### config.mk
export PLATFORM = sky130hd
export DESIGN_NAME = mae_exec
export DESIGN_NICKNAME = d
export VERILOG_FILES = /design/src/design/mae_pkg.sv /design/src/design/mae_exec.sv
export VERILOG_INCLUDE_DIRS = /design/src /design/src/design
export SDC_FILE = /design/constraint.sdc
export NUM_CORES = 1
export LEC_CHECK = 0
export ABC_AREA = 1
export BUFFER_PORTS_ARGS = -buffer_cell sky130_fd_sc_hd__clkbuf_2
export CORE_MARGIN = 1.5
export CORE_UTILIZATION = 52
export DETAILED_ROUTE_END_ITERATION = 8
export GPL_TIMING_DRIVEN = 1
export PLACE_DENSITY = 0.91
export SETUP_SLACK_MARGIN = 0.5
export SLEW_MARGIN = 20
export SYNTH_ARGS = -nofsm -noshare
export SYNTH_HDL_FRONTEND = slang
export SYNTH_SLANG_ARGS = --single-unit
### constraint.sdc
create_clock -name clk_sys -period 4.2 [get_ports clk_sys]
set_clock_uncertainty 0.05 [all_clocks]
set_input_delay 0.63 -clock clk_sys [delete_from_list [all_inputs] [get_ports clk_sys]]
set_output_delay 0.63 -clock clk_sys [all_outputs]
set_load 0.01 [all_outputs]
### src/design/mae_defines.svh
/*
 * Offsets, field positions and reset values for the misc arithmetic executor.
 * Assumes inclusion by bare name from the executor module.
 */
`ifndef MAE_DEFINES_SVH
`define MAE_DEFINES_SVH

// Register offsets on the plain register port
`define MAE_ADDR_STATUS 4'h0
`define MAE_ADDR_MASK 4'h1
`define MAE_ADDR_STATE 4'h2
`define MAE_ADDR_ACC 4'h3

// Interrupt status and mask bit positions
`define MAE_EV_CONV_DONE 0
`define MAE_EV_WDT_EXPIRE 1
`define MAE_EV_BACKUP 2
`define MAE_EV_SKIP 3

// State register bit positions
`define MAE_ST_WDT_FLAG 0
`define MAE_ST_CONV_FLAG 1
`define MAE_ST_CLOCK_RC 2
`define MAE_ST_BACKUP_ARMED 3
`define MAE_ST_WDT_STOP_EN 4

// Converter control bit that selects comparator mode
`define MAE_COMPARATOR_BIT 3

// Reset values
`define MAE_RST_NIBBLE 4'h0
`define MAE_RST_EVENTS 4'h0
`define MAE_RST_BYTE 8'h00
`define MAE_ZERO_NIBBLE 4'h0

`endif

### src/design/mae_pkg.sv
/*
 * Types shared by the misc arithmetic executor and its surroundings.
 * Assumes the decode stage supplies an already decoded operation.
 */
package mae_pkg;

    typedef enum logic [3:0] {
        OP_NONE           = 4'h0,
        OP_ADD_IMM        = 4'h1,
        OP_CONV_START     = 4'h2,
        OP_ADD_MEM        = 4'h3,
        OP_ADD_MEM_CARRY  = 4'h4,
        OP_WDT_TEST       = 4'h5,
        OP_CERAMIC        = 4'h6,
        OP_RC             = 4'h7,
        OP_BACKUP_DETECT  = 4'h8,
        OP_BACKUP_PLAIN   = 4'h9,
        OP_BACKUP_ENABLE  = 4'hA,
        OP_WDT_STOP_EN    = 4'hB,
        OP_CONV_TEST      = 4'hC,
        OP_OTHER          = 4'hD
    } mae_op_type;

    typedef struct packed {
        logic valid;
        mae_op_type op;
        logic [3:0] imm;
        logic [3:0] mem;
    } mae_instr_type;

    typedef struct packed {
        logic wr;
        logic rd;
        logic [3:0] addr;
        logic [7:0] wdata;
    } mae_bus_req_type;

endpackage

### src/design/mae_exec.sv
/*
 * Executor for the add, converter start/test, watchdog test, clock select,
 * RAM back-up and watchdog stop instructions of a 4-bit CPU.
 * Assumes one decoded instruction per clk_sys cycle from the decode stage,
 * the RAM nibble at the data pointer already fetched, and single-cycle
 * register port strobes that never overlap.
 */
`timescale 1ns/1ps
`include "mae_defines.svh"

module mae_exec (
    input wire logic clk_sys,
    input wire logic reset,
    input wire mae_pkg::mae_instr_type instr,
    input wire logic [3:0] converter_control_reg,
    input wire logic converter_irq_enable_bit,
    input wire logic conversion_done_event,
    input wire logic watchdog_expire_event,
    input wire mae_pkg::mae_bus_req_type bus_req,
    output logic [7:0] bus_rdata,
    output logic [3:0] accumulator,
    output logic carry_flag,
    output logic skip_pending,
    output logic conversion_start,
    output logic comparator_start,
    output logic clock_select_rc,
    output logic backup_enter,
    output logic backup_keep_detect,
    output logic watchdog_stop_enable,
    output logic irq
);
    import mae_pkg::*;

    // 4-bit add with carry in; bit 4 is the carry out of bit 3
    function automatic logic [4:0] add4(input logic [3:0] a, input logic [3:0] b,
                                        input logic cin);
        add4 = {1'b0, a} + {1'b0, b} + {4'h0, cin};
    endfunction

    logic [3:0] acc_ff;
    logic carry_ff;
    logic skip_ff;
    logic conv_flag_ff;
    logic wdt_flag_ff;
    logic conv_start_ff;
    logic comp_start_ff;
    logic clock_rc_ff;
    logic backup_armed_ff;
    logic backup_enter_ff;
    logic backup_detect_ff;
    logic wdt_stop_en_ff;
    logic [3:0] status_ff;
    logic [3:0] mask_ff;
    logic [7:0] rdata_ff;

    logic exec;
    logic [4:0] sum_imm;
    logic [4:0] sum_mem;
    logic [4:0] sum_memc;
    logic nxt_skip;
    logic conv_clear;
    logic wdt_clear;
    logic backup_go;
    logic [3:0] events;

    ////////////////////////////////////////////////////////////////////////
    // Execute qualification and arithmetic

    assign exec = instr.valid && !skip_ff;
    assign sum_imm = add4(acc_ff, instr.imm, 1'b0);
    assign sum_mem = add4(acc_ff, instr.mem, 1'b0);
    assign sum_memc = add4(acc_ff, instr.mem, carry_ff);
    assign backup_go = exec && backup_armed_ff &&
                       (instr.op == OP_BACKUP_DETECT || instr.op == OP_BACKUP_PLAIN);

    always_comb begin
        nxt_skip = 1'b0;
        conv_clear = 1'b0;
        wdt_clear = 1'b0;
        if (exec) begin
            case (instr.op)
                OP_ADD_IMM: begin
                    nxt_skip = !sum_imm[4];
                end
                OP_CONV_START: begin
                    conv_clear = 1'b1;
                end
                OP_WDT_TEST: begin
                    nxt_skip = wdt_flag_ff;
                    wdt_clear = wdt_flag_ff;
                end
                OP_CONV_TEST: begin
                    if (!converter_irq_enable_bit) begin
                        nxt_skip = conv_flag_ff;
                        conv_clear = conv_flag_ff;
                    end
                end
                default: begin
                    nxt_skip = 1'b0;
                end
            endcase
        end
    end

    ////////////////////////////////////////////////////////////////////////
    // Accumulator and carry

    always_ff @(posedge clk_sys) begin
        if (reset) begin
            acc_ff <= `MAE_RST_NIBBLE;
        end else if (exec) begin
            case (instr.op)
                OP_ADD_IMM: acc_ff <= sum_imm[3:0];
                OP_ADD_MEM: acc_ff <= sum_mem[3:0];
                OP_ADD_MEM_CARRY: acc_ff <= sum_memc[3:0];
                default: acc_ff <= acc_ff;
            endcase
        end
    end

    // Only add-with-carry touches the carry
    always_ff @(posedge clk_sys) begin
        if (reset) begin
            carry_ff <= 1'b0;
        end else if (exec && instr.op == OP_ADD_MEM_CARRY) begin
            carry_ff <= sum_memc[4];
        end
    end

    ////////////////////////////////////////////////////////////////////////
    // Skip of the following instruction

    // A suppressed instruction consumes the pending skip
    always_ff @(posedge clk_sys) begin
        if (reset) begin
            skip_ff <= 1'b0;
        end else if (instr.valid) begin
            skip_ff <= nxt_skip;
        end
    end

    ////////////////////////////////////////////////////////////////////////
    // Converter and watchdog flags

    // Peripheral set wins over an instruction clear in the same cycle
    always_ff @(posedge clk_sys) begin
        if (reset) begin
            conv_flag_ff <= 1'b0;
        end else if (conversion_done_event) begin
            conv_flag_ff <= 1'b1;
        end else if (conv_clear) begin
            conv_flag_ff <= 1'b0;
        end
    end

    always_ff @(posedge clk_sys) begin
        if (reset) begin
            wdt_flag_ff <= 1'b0;
        end else if (watchdog_expire_event) begin
            wdt_flag_ff <= 1'b1;
        end else if (wdt_clear) begin
            wdt_flag_ff <= 1'b0;
        end
    end

    always_ff @(posedge clk_sys) begin
        if (reset) begin
            conv_start_ff <= 1'b0;
            comp_start_ff <= 1'b0;
        end else begin
            conv_start_ff <= exec && instr.op == OP_CONV_START &&
                             !converter_control_reg[`MAE_COMPARATOR_BIT];
            comp_start_ff <= exec && instr.op == OP_CONV_START &&
                             converter_control_reg[`MAE_COMPARATOR_BIT];
        end
    end

    ////////////////////////////////////////////////////////////////////////
    // Clock source, back-up and watchdog stop

    always_ff @(posedge clk_sys) begin
        if (reset) begin
            clock_rc_ff <= 1'b0;
        end else if (exec && instr.op == OP_CERAMIC) begin
            clock_rc_ff <= 1'b0;
        end else if (exec && instr.op == OP_RC) begin
            clock_rc_ff <= 1'b1;
        end
    end

    // Arming is one-shot so a stray back-up later cannot power down
    always_ff @(posedge clk_sys) begin
        if (reset) begin
            backup_armed_ff <= 1'b0;
        end else if (exec && instr.op == OP_BACKUP_ENABLE) begin
            backup_armed_ff <= 1'b1;
        end else if (backup_go) begin
            backup_armed_ff <= 1'b0;
        end
    end

    always_ff @(posedge clk_sys) begin
        if (reset) begin
            backup_enter_ff <= 1'b0;
            backup_detect_ff <= 1'b0;
        end else begin
            backup_enter_ff <= backup_go;
            if (backup_go) begin
                backup_detect_ff <= (instr.op == OP_BACKUP_DETECT);
            end
        end
    end

    always_ff @(posedge clk_sys) begin
        if (reset) begin
            wdt_stop_en_ff <= 1'b0;
        end else if (exec && instr.op == OP_WDT_STOP_EN) begin
            wdt_stop_en_ff <= 1'b1;
        end
    end

    ////////////////////////////////////////////////////////////////////////
    // Interrupt status, mask and register port

    always_comb begin
        events = `MAE_RST_EVENTS;
        events[`MAE_EV_CONV_DONE] = conversion_done_event;
        events[`MAE_EV_WDT_EXPIRE] = watchdog_expire_event;
        events[`MAE_EV_BACKUP] = backup_go;
        events[`MAE_EV_SKIP] = exec && nxt_skip;
    end

    // Write-one-to-clear; a new event in the same cycle stays set
    always_ff @(posedge clk_sys) begin
        if (reset) begin
            status_ff <= `MAE_RST_EVENTS;
        end else if (bus_req.wr && bus_req.addr == `MAE_ADDR_STATUS) begin
            status_ff <= (status_ff & ~bus_req.wdata[3:0]) | events;
        end else begin
            status_ff <= status_ff | events;
        end
    end

    always_ff @(posedge clk_sys) begin
        if (reset) begin
            mask_ff <= `MAE_RST_EVENTS;
        end else if (bus_req.wr && bus_req.addr == `MAE_ADDR_MASK) begin
            mask_ff <= bus_req.wdata[3:0];
        end
    end

    always_ff @(posedge clk_sys) begin
        if (reset) begin
            rdata_ff <= `MAE_RST_BYTE;
        end else if (!bus_req.rd) begin
            rdata_ff <= `MAE_RST_BYTE;
        end else if (bus_req.addr == `MAE_ADDR_STATUS) begin
            rdata_ff <= {`MAE_ZERO_NIBBLE, status_ff};
        end else if (bus_req.addr == `MAE_ADDR_MASK) begin
            rdata_ff <= {`MAE_ZERO_NIBBLE, mask_ff};
        end else if (bus_req.addr == `MAE_ADDR_STATE) begin
            rdata_ff <= {3'h0, wdt_stop_en_ff, backup_armed_ff, clock_rc_ff,
                         conv_flag_ff, wdt_flag_ff};
        end else if (bus_req.addr == `MAE_ADDR_ACC) begin
            rdata_ff <= {3'h0, carry_ff, acc_ff};
        end else begin
            rdata_ff <= `MAE_RST_BYTE;
        end
    end

    assign bus_rdata = rdata_ff;
    assign accumulator = acc_ff;
    assign carry_flag = carry_ff;
    assign skip_pending = skip_ff;
    assign conversion_start = conv_start_ff;
    assign comparator_start = comp_start_ff;
    assign clock_select_rc = clock_rc_ff;
    assign backup_enter = backup_enter_ff;
    assign backup_keep_detect = backup_detect_ff;
    assign watchdog_stop_enable = wdt_stop_en_ff;
    assign irq = |(status_ff & mask_ff);

    ////////////////////////////////////////////////////////////////////////
    // Checks

    a_add_imm_sum: assert property (@(posedge clk_sys) disable iff (reset)
        exec && instr.op == OP_ADD_IMM |=>
        acc_ff == 4'((5'($past(acc_ff)) + 5'($past(instr.imm)))) && $stable(carry_ff))
        else $error("add-immediate sum or carry wrong");

    a_add_imm_skip: assert property (@(posedge clk_sys) disable iff (reset)
        exec && instr.op == OP_ADD_IMM |=>
        skip_ff == ((5'($past(acc_ff)) + 5'($past(instr.imm))) < 5'h10))
        else $error("add-immediate skip decision wrong");

    a_conv_start_mode: assert property (@(posedge clk_sys) disable iff (reset)
        exec && instr.op == OP_CONV_START |=>
        (conv_start_ff != comp_start_ff) &&
        comp_start_ff == $past(converter_control_reg[`MAE_COMPARATOR_BIT]) &&
        (!conv_flag_ff || $past(conversion_done_event)))
        else $error("conversion start mode or flag clear wrong");

    a_add_mem_carry: assert property (@(posedge clk_sys) disable iff (reset)
        exec && instr.op == OP_ADD_MEM |=>
        acc_ff == 4'((5'($past(acc_ff)) + 5'($past(instr.mem)))) && $stable(carry_ff))
        else $error("add-memory result or carry wrong");

    a_amc_result: assert property (@(posedge clk_sys) disable iff (reset)
        exec && instr.op == OP_ADD_MEM_CARRY |=>
        {carry_ff, acc_ff} == 5'($past(acc_ff)) + 5'($past(instr.mem)) + 5'($past(carry_ff)))
        else $error("add-with-carry result wrong");

    a_wdt_test_skip: assert property (@(posedge clk_sys) disable iff (reset)
        exec && instr.op == OP_WDT_TEST && wdt_flag_ff && !watchdog_expire_event |=>
        skip_ff && !wdt_flag_ff)
        else $error("watchdog test skip or clear wrong");

    a_clock_select: assert property (@(posedge clk_sys) disable iff (reset)
        exec && (instr.op == OP_CERAMIC || instr.op == OP_RC) |=>
        clock_rc_ff == ($past(instr.op) == OP_RC))
        else $error("clock source select wrong");

    a_backup_gate: assert property (@(posedge clk_sys) disable iff (reset)
        backup_enter_ff |-> $past(backup_armed_ff, 1) && !backup_armed_ff)
        else $error("back-up entered without enable");

    a_backup_detect: assert property (@(posedge clk_sys) disable iff (reset)
        backup_go |=> backup_enter_ff && backup_detect_ff == ($past(instr.op) == OP_BACKUP_DETECT))
        else $error("back-up detect qualifier wrong");

    a_conv_test_nop: assert property (@(posedge clk_sys) disable iff (reset)
        exec && instr.op == OP_CONV_TEST && converter_irq_enable_bit |=>
        !skip_ff && (conv_flag_ff == ($past(conv_flag_ff) || $past(conversion_done_event))))
        else $error("converter test not a no-op");

    a_skip_suppress: assert property (@(posedge clk_sys) disable iff (reset)
        instr.valid && skip_ff |=> !skip_ff && $stable(acc_ff) && $stable(carry_ff))
        else $error("skipped instruction executed");

endmodule // mae_exec

# Word-level counts from Yosys, hierarchy flattened
# Cells that the tools add are included.
dict set report totals {
  reg_bits 31
  word_cells 89
  inputBits 36
  out_inout_bits 21
}
dict set report classes {
  add_sub_neg 3
  n_mux 19
  reduce_logical 29
  eq_ne 15
  n_bitwise 6
}
# cell count
set op_table {}
lappend op_table {{equality test 4 bit, second input constant} 5}
lappend op_table {{equality test 4 x 2 -> 1 bit, second input constant} 4}
lappend op_table {{equality test 4 x 3 -> 1 bit, second input constant} 4}
lappend op_table {{logical AND 1 bit} 14}
lappend op_table {{two-way mux 4 bit} 3}
lappend op_table {{one-hot mux 4 bit (3 select lines)} 1}
lappend op_table {{two-way mux 1 bit} 11}
lappend op_table {{adder 4 x 4 -> 5 bit} 2}
lappend op_table {{two-way mux 5 bit} 2}
lappend op_table {{bitwise AND 4 bit} 2}
lappend op_table {{equality test 4 x 1 -> 1 bit, second input constant} 2}
lappend op_table {{OR 4 bit} 2}
lappend op_table {{OR reduction 4 bit} 2}
lappend op_table {{nonzero test 2 bit} 3}
lappend op_table {{adder 5 x 1 -> 5 bit} 1}
lappend op_table {{OR reduction 5 bit} 1}
lappend op_table {{zero test 4 bit} 1}
lappend op_table {{NOT 4 bit} 1}
lappend op_table {{OR reduction 2 bit} 2}
lappend op_table {{zero test 1 bit} 3}
lappend op_table {{one-hot mux 1 bit (3 select lines)} 1}
lappend op_table {{nonzero test 3 bit} 1}
lappend op_table {{one-hot mux 1 bit (2 select lines)} 1}
lappend op_table {{AND reduction 2 bit} 1}
lappend op_table {{2 further kinds} 2}

# Longest topological paths before layout
# Gate-level depths: netlist of run 1.
dict set report depth {
  ltp_word 7
  ltp_mapped 11
  mapped_depth_nobuf 11
}

# Worst setup path after synthesis of run 1
# No wires, ideal clock.
dict set report synth_timing {
  kind {input -> register}
  startpoint {input port instr[0] (netlist bit)}
  endpoint {register carry_ff, in the netlist carry_flag}
  setup_ns 0.109
  path_buffers 0
  arrival_ns 1.939
  setup_slack_ns 2.102
  path_stages 10
  required_time_ns 4.041
  cell_sequence {ha_1 -> fa_1 -> ha_1 -> inv_1 -> nor2_1 -> nand3_1 -> nand2_1 -> nand3_1 -> nand2_1 -> inv_1}
}
dict set report synth_between {
  elab_chain_len 2
}
# element line_no
set synth_rtl {}
lappend synth_rtl {{start, declared} mae_exec.sv:14} ;# input wire mae_pkg::mae_instr_type instr,
lappend synth_rtl {{adder 4 x 4 -> 5 bit} mae_exec.sv:37} ;# add4 = {1'b0, a} + {1'b0, b} + {4'h0, cin};
lappend synth_rtl {{adder 5 x 1 -> 5 bit} mae_exec.sv:37}
lappend synth_rtl {{end signal, assigned} mae_exec.sv:126} ;# carry_ff <= sum_memc[4];
lappend synth_rtl {{end, declared} mae_exec.sv:41} ;# logic carry_ff;
# Every way passes these cells.
# A chain may end at the register's enable or synchronous reset.

# Worst setup path in the final report of run 1
dict set report layout_timing {
  startpoint {register acc_ff[0], in the netlist accumulator[0]}
  endpoint {register carry_ff, in the netlist carry_flag}
}
dict set report layout_between {
  elab_chain_len 2
}
# element line_no
set layout_rtl {}
lappend layout_rtl {{start, declared} mae_exec.sv:40} ;# logic [3:0] acc_ff;
lappend layout_rtl {{start signal, assigned} mae_exec.sv:110} ;# acc_ff <= `MAE_RST_NIBBLE;
lappend layout_rtl {{start signal, assigned} mae_exec.sv:113} ;# OP_ADD_IMM: acc_ff <= sum_imm[3:0];
lappend layout_rtl {{start signal, assigned} mae_exec.sv:114} ;# OP_ADD_MEM: acc_ff <= sum_mem[3:0];
lappend layout_rtl {{adder 4 x 4 -> 5 bit} mae_exec.sv:37}
lappend layout_rtl {{adder 5 x 1 -> 5 bit} mae_exec.sv:37}
# Every way passes these cells.

==> metrics.yaml, run 1 <==
run_status:
  outcome: "finished clean"
job:
  drv_cap: 0
sta:
  final-setup-viol-count: 0
  rsz0062_at_grt: "false"
  setup_tns_ps: 0
  maxSlewViolCount: 0
  finalHoldViolCount: 0
  worst_pin_slew_ps: 660
  finalCriticalPeriod_ps: 2000
  clock.fmax_ghz: 0.501
  holdWs_ps: 406
  slew_headroom: 0.559
  min_period_over_period: 0.476
synthesis:
  synth_top_family_by_area: "simple AND/OR/NAND/NOR gates"
  synthMuxAreaShare: 0
  synth_top_area_frac: 0.334
  synth_seq_cells: 28
  synth-edff-count: 0
  synthAdderAreaFrac: 0.0984
  syn_area_mm2: 0.00168
  ys_types: 25
  synth.top_cells.by_area: "dfxtp_1 (33%), nand2_1 (17%), ha_1 (7.5%)"
  synth_xor_area_frac: 0
  synth_area_leader_cell: "dfxtp_1"
  synthSimpleGateAreaFrac: 0.367
  postSynthAreaPerCell_um2: 6.53
  netlist_instances: 257
  ys_warn_count: 0
  synth_flop_cell: "dfxtp_1"
  synth_compound_area_frac: 0.112
  synth-async-reset-ratio: 0
  yosysSeqAreaShare: 0.334
place:
  place_congestion: 0.980
  hpwl_mm: 3.04
  port_buffers: 46
  placed_area_mm2: 0.00193
worst_setup_path:
  crit_start: "accumulator[0]"
  worstRegToRegCells: 10
  critical_path_arrival_ps: 2200
  endpoint_kind: "flop"
  critPathRequiredTime_ps: 4400
  critPathLaunchType: "flop"
  reg2reg_from: "accumulator[0]"
  crit_type: "reg2reg"
  worstPathMaxFanout: 5
hold_path:
  hp-start: "converter_control_reg[3]"
  hp-class: "in2reg"
  hold_depth: 2
cts:
  post-cts-setup-buffer-count: 0
  cts_made_buffers: 3
  cts_tree: "built"
  cts_sinks: 28
  cts_root_buf: "clkbuf_4"
  clkTransAtPathRegs_ps: 150
  clk_latency_ps: 320
  cts_hold_buf: 0
  h-tree-depth: 1
  cts_buffer_depth: 2
  cts_resized: 0
routing:
  totalWireLength_mm: 3.78
  vias: 1783
  ant_nets: 0
  wire_per_inst_um: 10.9
  drc: 0
  first_iter_violations: 84
  first_pass_iters: 4
  vias_per_cell: 5.15
die:
  die_h_um: 59.8
  dieArea_mm2: 0.00358
  pin_count: 57
  placement_rows: 20
  die_w_um: 59.8
  start_util: 0.550
  core_mm2: 0.00305
power:
  cellPowerDensity_mw_per_mm2: 276
  p_leak_nw: 0.995
  ir_drop_uv: 318
layout:
  final_core_util: 0.650
  nNetsFinal: 351
  area_growth_pct: 18.1
  antenna_cells: 0
  drive_above_1_share: 0.185
  finalInstanceArea_mm2: 0.00198
global_routing:
  grt_max_degree: 17
  grt_pass1_wl_mm: 6.38
  grt_pass1_vias: 1515
  antenna_found_initial: 0
  grt_usage: 0.228
  grt-ovfl-total: 0
-- critical path, stage by stage (launching register included) --
cell and delay (ps):
dfxtp_1 400, ha_1 230, fa_1 540, ha_1 180
inv_1 50, nor2_1 160, nand3_1 90, nand2_1 60
nand3_1 60, nand2_1 60, inv_1 30
-- routing by layer --
layer | up-vias | track usage | routed length (µm)
li1 | 917 | - | -
met1 | 789 | 0.317 | 1750
met2 | 73 | 0.368 | 1700
met3 | 4 | 0.0476 | 300
met4 | 0 | 0.0444 | 27
met5 | - | 0 | 0
-- flip-flops by register name (all words and copies together), names as in the netlist, 4 cells and up --
| signal | cells |
|---|---|
| accumulator | 4 |
| bus_rdata | 5 |
| mask_ff | 4 |
| status_ff | 4 |
-- final cells by class --
cell class / count / area (µm²)
Inverter: 28 / 105
Multi-Input combinational cell: 196 / 980
Tap cell: 44 / 55.1
Timing Repair Buffer: 46 / 230
Fill cell: 273 / 1070
Clock inverter: 1 / 30.0
Sequential cell: 28 / 561
Clock buffer: 3 / 22.5
-- worst paths after layout --
check        slack (ps)            endpoint
min reg2reg         430  backup_keep_detect
max reg2reg        2200          carry_flag
max                2200          carry_flag
min                 410    conversion_start
-- cell families (layout without fill, tap and decap cells) --
group,count (synthesis),in the layout
compound gates,34,34
other cells,1,3
buf+inv,35,78
fa+ha+maj,12,12
flops,28,28
simple gates,147,147
-- metrics by stage --
| stage | total power, mW | cells | setup WS, ps |
|---|---|---|---|
| final | 0.547 | 346 | 2200 |
| after global routing | 0.578 | 346 | 2070 |
| after CTS | 0.550 | 346 | 2210 |
| after detailed placement | 0.378 | 342 | 1910 |
| after global placement | 0.376 | 342 | 1920 |
| after floorplan | 0.348 | 259 | 2100 |
-- cell usage after synthesis (2+ instances only) --
library cell  instances
nand2_1              77
nor2_1               33
dfxtp_1              28
inv_1                27
nand3_1              23
a21oi_1              22
ha_1                 10
nand4_1               6
o21ai_0               5
buf_4                 4
a31oi_1               2
clkbuf_1              2
fa_1                  2
nand3b_1              2
nor2_2                2
nor3_1                2
o211ai_1              2
-- power by group --
| group | switching (mW) | total [mW] | internal (mW) |
|---|---|---|---|
| logic | 0.0568 | 0.0920 | 0.0353 |
| clock network | 0.0775 | 0.174 | 0.0965 |
| registers | 0.00842 | 0.281 | 0.273 |
-- cells in the final DEF, fill, tap and decap left out --
| cell type | count |
|---|---|
| nand2_1 | 77 |
| clkbuf_2 | 46 |
| nor2_1 | 33 |
| dfxtp_1 | 28 |
| inv_1 | 27 |
| nand3_1 | 23 |
| a21oi_1 | 22 |
| ha_1 | 10 |
| nand4_1 | 6 |
| o21ai_0 | 5 |
| conb_1 | 3 |
| clkbuf_4 | 3 |
| nor2_2 | 2 |
| o211ai_1 | 2 |
| nand3b_1 | 2 |
| nor3_1 | 2 |
| a31oi_1 | 2 |
| fa_1 | 2 |
| nand2_2 | 1 |
| o21ai_2 | 1 |
| inv_2 | 1 |
| a31o_2 | 1 |
| o21a_1 | 1 |
| nor4_1 | 1 |
| bufinv_16 | 1 |
No activity file was read; power rests on OpenSTA's default activity.
==> inputs of run 2 (changes only) <==
--- a/config.mk
+++ b/config.mk
@@ -6,13 +6,13 @@
 export SDC_FILE = /design/constraint.sdc
 export NUM_CORES = 1
 export LEC_CHECK = 0
-export ABC_AREA = 1
+export ABC_AREA = 0
 export BUFFER_PORTS_ARGS = -buffer_cell sky130_fd_sc_hd__clkbuf_2
 export CORE_MARGIN = 1.5
-export CORE_UTILIZATION = 52
+export CORE_UTILIZATION = 45
 export DETAILED_ROUTE_END_ITERATION = 8
 export GPL_TIMING_DRIVEN = 1
-export PLACE_DENSITY = 0.91
+export PLACE_DENSITY = 0.85
 export SETUP_SLACK_MARGIN = 0.5
 export SLEW_MARGIN = 20
 export SYNTH_ARGS = -nofsm -noshare
==> constraint.sdc (replaced) <==
create_clock -name clk_sys -period 1.75 [get_ports clk_sys]
set_clock_uncertainty 0.05 [all_clocks]
set_input_delay 0.2625 -clock clk_sys [delete_from_list [all_inputs] [get_ports clk_sys]]
set_output_delay 0.2625 -clock clk_sys [all_outputs]
set_load 0.01 [all_outputs]
==> run 2 against run 1 <==
- the run now ends with negative setup slack left
- sequential share of layout area is 3.4 points lower
- via count is 9.5% lower
- global-route usage is 1.2 points lower
- critical path depth is 4 lower
- synthesized cell count is 26% lower
- combinational power grew to 3.5 times the previous value
- sequential power is 140% higher
- largest power group unchanged
- highest routed layer unchanged
==> metrics.yaml, run 2 <==
synthesis:
  yosysMostFrequentCell: "dfxtp_1"
  yosysSeqAreaShare: 0.334
  ys_types: 46
  syn_area_mm2: 0.00168
  synth_flop_cell: "dfxtp_1"
  postSynthAreaPerCell_um2: 8.79
  synth_seq_cells: 28
  synth-edff-count: 0
  synth-async-reset-ratio: 0
  synth_area_leader_cell: "dfxtp_1"
  netlist_instances: 191
  synth.top_cells.by_area: "dfxtp_1 (33%), ha_1 (7.5%), a21oi_1 (5.4%)"
  ys_warn_count: 0
  synth_top_area_frac: 0.334
  synthTopCellsByCount: "dfxtp_1 (28), nor2_1 (24), a21oi_1 (18)"
sta:
  final-setup-viol-count: 6
  finalHoldViolCount: 0
  rsz0062_at_grt: "true"
  worst_pin_slew_ps: 602
  setup_slack_ps: -102
  slew_headroom: 0.593
  maxSlewViolCount: 0
  finalCriticalPeriod_ps: 1850
  min_period_over_period: 1.06
  setup_tns_ps: -386
  clock.fmax_ghz: 0.540
worst_setup_path:
  worstRegToRegCells: 6
  critical_path_arrival_ps: 1960
  critPathRequiredTime_ps: 1860
  critPathLaunchType: "flop"
  crit_type: "reg2reg"
  worstPathMaxFanout: 4
  endpoint_kind: "flop"
layout:
  regArea_um2: 574
  largest_reg_flops: 5
  final_core_util: 0.635
  area_growth_pct: 37.5
  nNetsFinal: 303
  layoutNonFillerInstCount: 302
  multi_input_area_mm2: 0.00118
  antenna_cells: 0
  layout_commonest_cell: "clkbuf_2"
  layout_common_cells: "clkbuf_2 (45), nor2_1 (23), dfxtp_1 (21), buf_4 (19), a21oi_1 (15)"
  drive_above_1_share: 0.449
  fillers: 318
place:
  hpwl_mm: 3.06
  dp_slack_ps: -145
  place_congestion: 0.826
  port_buffers: 46
  place_inst: 291
routing:
  drc: 0
  ant_nets: 0
  first_pass_iters: 4
  first_iter_violations: 71
  vias: 1613
  wire_per_inst_um: 14.3
  totalWireLength_mm: 4.31
  vias_per_cell: 5.34
global_routing:
  grt-ovfl-total: 0
  grt_pass1_wl_mm: 7.08
  antenna_found_initial: 0
  grt_max_degree: 21
  grt_usage: 0.216
  grt_pass1_vias: 1592
power:
  ir_drop_uv: 386
  power.total_mw: 1.39
  p_leak_nw: 1.05
  cellPowerDensity_mw_per_mm2: 600
cts:
  cts_sinks: 28
  cts_made_buffers: 3
  cts_root_buf: "clkbuf_8"
  clkTransAtPathRegs_ps: 90
  cts_tree: "built"
  clk_latency_ps: 270
  h-tree-depth: 1
  cts_buffer_depth: 2
die:
  placement_rows: 22
  pin_count: 57
  die_w_um: 64.1
  start_util: 0.462
  die_h_um: 64.1
  core_mm2: 0.00363
  dieArea_mm2: 0.00411
hold_path:
  hp-class: "in2reg"
  hold_depth: 2
run_status:
  violations: "negative setup slack"
  outcome: "finished with violations"
job:
  drv_cap: 0
-- run 2: changes by cell type in the layout (fill, tap and decap cells not counted), moves of 4 or more --
cell,change
inv_1,-16
dfxtp_1,-7
mux2i_1,+6
nor2b_1,+6
dfxtp_2,+5
nand4_1,-6
clkbuf_8,+4
nand2_1,-70
buf_4,+19
nor2_1,-10
a21oi_1,-7
nand3_1,-16
-- run 2: final timing paths --
| kind | start | to | slack [ps] |
|---|---|---|---|
| hold / removal | converter_control_reg[3] | conversion_start | 100 |
| hold reg to reg | conv_flag_ff | conv_flag_ff | 450 |
| setup reg to reg | accumulator[0] | accumulator[2] | -100 |
| setup / recovery | accumulator[0] | accumulator[2] | -100 |
-- run 2: repair_timing --
action | in CTS | in global routing
pin swaps | 9 | 2
hold buffers | 0 | 0
setup buffers | 7 | 0
gates resized for setup | 19 | 12
endpoints found under the setup margin | 19 | 22
-- run 2: per-stage QoR --
step | hold slack, ps | area [µm²]
after CTS | 104 | 2260
after global routing | 99.5 | 2310
after floorplan | 289 | 1750
after detailed placement | 398 | 2070
after global placement | 393 | 2070
final | 104 | 2310
-- run 2: final cells by class --
| class | count | share of cell area |
|---|---|---|
| Multi-Input combinational cell | 144 | 0.512 |
| Sequential cell | 28 | 0.249 |
| Timing Repair Buffer | 67 | 0.171 |
| Tap cell | 48 | 0.0260 |
| Clock buffer | 4 | 0.0238 |
| Inverter | 11 | 0.0179 |
-- run 2: where the power goes --
group	internal [mW]	switching, mW	total [mW]
clock	0.201	0.198	0.399
sequential	0.652	0.0159	0.668
combinational	0.155	0.164	0.319
-- run 2: critical path: stages (launching register included) --
cell and delay [ps]:
dfxtp_4 380, ha_4 160, fa_2 580, ha_4 170, o21ai_2 60, a221oi_2 250
a211oi_1 100
-- run 2: kinds of logic after synthesis --
family | synth area share
AO/OA/AOI/OAI | 0.178
AND/OR/NAND/NOR | 0.235
multiplexers | 0.0693
flip-flops | 0.334
adder cells (fa/ha/maj) | 0.0984
other | 0.00223
buffers and inverters | 0.0678
XOR/XNOR | 0.0157
-- run 2: per-layer routing --
metal / up-vias / track usage / routed length (µm)
met3: 7 / 0.0282 / 185
met1: 761 / 0.296 / 2010
met4: 0 / 0.0516 / 39
li1: 802 / - / -
met2: 43 / 0.362 / 2080
met5: - / 0 / 0
==> inputs of run 3 (changes only) <==
--- a/config.mk
+++ b/config.mk
@@ -6,7 +6,7 @@
 export SDC_FILE = /design/constraint.sdc
 export NUM_CORES = 1
 export LEC_CHECK = 0
-export ABC_AREA = 0
+export ABC_AREA = 1
 export BUFFER_PORTS_ARGS = -buffer_cell sky130_fd_sc_hd__clkbuf_2
 export CORE_MARGIN = 1.5
 export CORE_UTILIZATION = 45
==> run 3 against run 2 <==
- the run still ends with negative setup slack left
- sequential share of layout area up 1.2 points
- hold slack lost 15 ps
- die area stayed put
- register-to-register slack better by 60 ps
- fmax grew 3.3%
- final cell count rose by 22%
- utilization decreased by 2.6 points
- via count grew 15%
- sequential power rose by 0.9%
- global-route usage down 2.1 points
- critical path depth increased by 4
- critical endpoint is now carry_flag
- largest cell class unchanged
==> metrics.yaml, run 3 (same netlist as run 1, synthesis figures left out) <==
worst_setup_path:
  critical_path_arrival_ps: 1930
  endpoint_kind: "flop"
  r2r_slack_ps: -40
  critPathLaunchType: "flop"
  worstPathMaxFanout: 2
  crit_type: "reg2reg"
  critPathRequiredTime_ps: 1890
place:
  place_congestion: 0.925
  hpwl_mm: 3.09
  placed_area_mm2: 0.00201
  place_inst: 354
  port_buffers: 46
power:
  cellPowerDensity_mw_per_mm2: 636
  ir_drop_uv: 353
  p_leak_nw: 1.09
  power.total_mw: 1.41
cts:
  cts_tree: "built"
  cts_made_buffers: 3
  cts_buffer_depth: 2
  clkTransAtPathRegs_ps: 90
  cts_hold_buf: 0
  cts_root_buf: "clkbuf_8"
  cts_sinks: 28
  h-tree-depth: 1
  clk_latency_ps: 280
die:
  pin_count: 57
  die_w_um: 64.1
  die_h_um: 64.1
  core_mm2: 0.00363
  placement_rows: 22
  dieArea_mm2: 0.00411
  start_util: 0.462
routing:
  vias: 1852
  first_iter_violations: 64
  ant_nets: 0
  vias_per_cell: 5.05
  first_pass_iters: 4
  drc: 0
  totalWireLength_mm: 4.13
  wire_per_inst_um: 11.3
sta:
  rsz0062_at_grt: "true"
  finalCriticalPeriod_ps: 1790
  setup_tns_ps: -51.7
  min_period_over_period: 1.02
  finalHoldViolCount: 0
  final-setup-viol-count: 2
  maxSlewViolCount: 0
  clock.fmax_ghz: 0.558
  setup_slack_ps: -43.3
layout:
  layoutNonFillerInstCount: 367
  fillers: 335
  layout_commonest_cell: "nand2_1"
  antenna_cells: 0
  finalInstanceArea_mm2: 0.00221
  final_core_util: 0.610
  nNetsFinal: 368
  area_growth_pct: 31.9
  drive_above_1_share: 0.304
  layout_common_cells: "nand2_1 (75), clkbuf_2 (44), nor2_1 (29), inv_1 (26), nand3_1 (23)"
  largest_reg_flops: 5
global_routing:
  antenna_found_initial: 0
  grt_pass1_vias: 1474
  grt_pass1_wl_mm: 6.29
  grt-ovfl-total: 0
  grt_max_degree: 17
  grt_usage: 0.196
hold_path:
  hp-class: "in2reg"
run_status:
  outcome: "finished with violations"
  violations: "negative setup slack"
job:
  drv_cap: 0
-- run 3: metrics by stage --
stage	setup WS (ps)	hold slack (ps)
after floorplan	-18.8	285
after global placement	-90.3	384
after detailed placement	-96.4	391
after CTS	-47.9	84.1
after global routing	-131	89.0
final	-43.3	88.9
-- run 3: power by group --
part | total (mW) | switching (mW) | internal [mW]
clock network | 0.461 | 0.211 | 0.249
registers | 0.674 | 0.0189 | 0.655
logic | 0.275 | 0.156 | 0.119
total | 1.41 | 0.386 | 1.02
-- run 3: final timing paths --
path | from | to | depth (start not counted)
worst max-delay path | accumulator[0] | carry_flag | 10
worst max register to register | accumulator[0] | carry_flag | 10
worst min register to register | backup_keep_detect | backup_keep_detect | 2
worst min-delay path | converter_control_reg[3] | conversion_start | 2
-- run 3: critical path, cell delays in order (launching register included) --
cell	delay (ps)
dfxtp_4	360
ha_4	150
fa_1	510
ha_2	200
inv_2	40
nor2_2	110
nand3_1	80
nand2_1	60
nand3_1	60
nand2_1	50
inv_1	30
-- run 3: timing repair --
action | 4_1_cts | 5_1_grt
setup endpoints to repair | 9 | 15
pin swaps | 7 | 9
resized for setup | 13 | 15
buffers inserted | 5 | 4
-- run 3: layout make-up --
class | instances | area [µm²] | area share
clock buffer | 4 | 66.3 | 0.0299
tap | 48 | 60.1 | 0.0271
timing repair buffer | 63 | 364 | 0.164
multi-input combinational | 196 | 1040 | 0.471
inverter | 28 | 105 | 0.0475
sequential | 28 | 577 | 0.260
-- run 3: metal layers --
metal | share of wire | wire (µm) | up-vias | global-route usage
met4 | 0.015 | 60 | 0 | 0.0734
met5 | 0 | 0 | - | 0
met1 | 0.46 | 1910 | 832 | 0.259
li1 | - | - | 960 | -
met3 | 0.053 | 218 | 5 | 0.0158
met2 | 0.47 | 1950 | 55 | 0.331
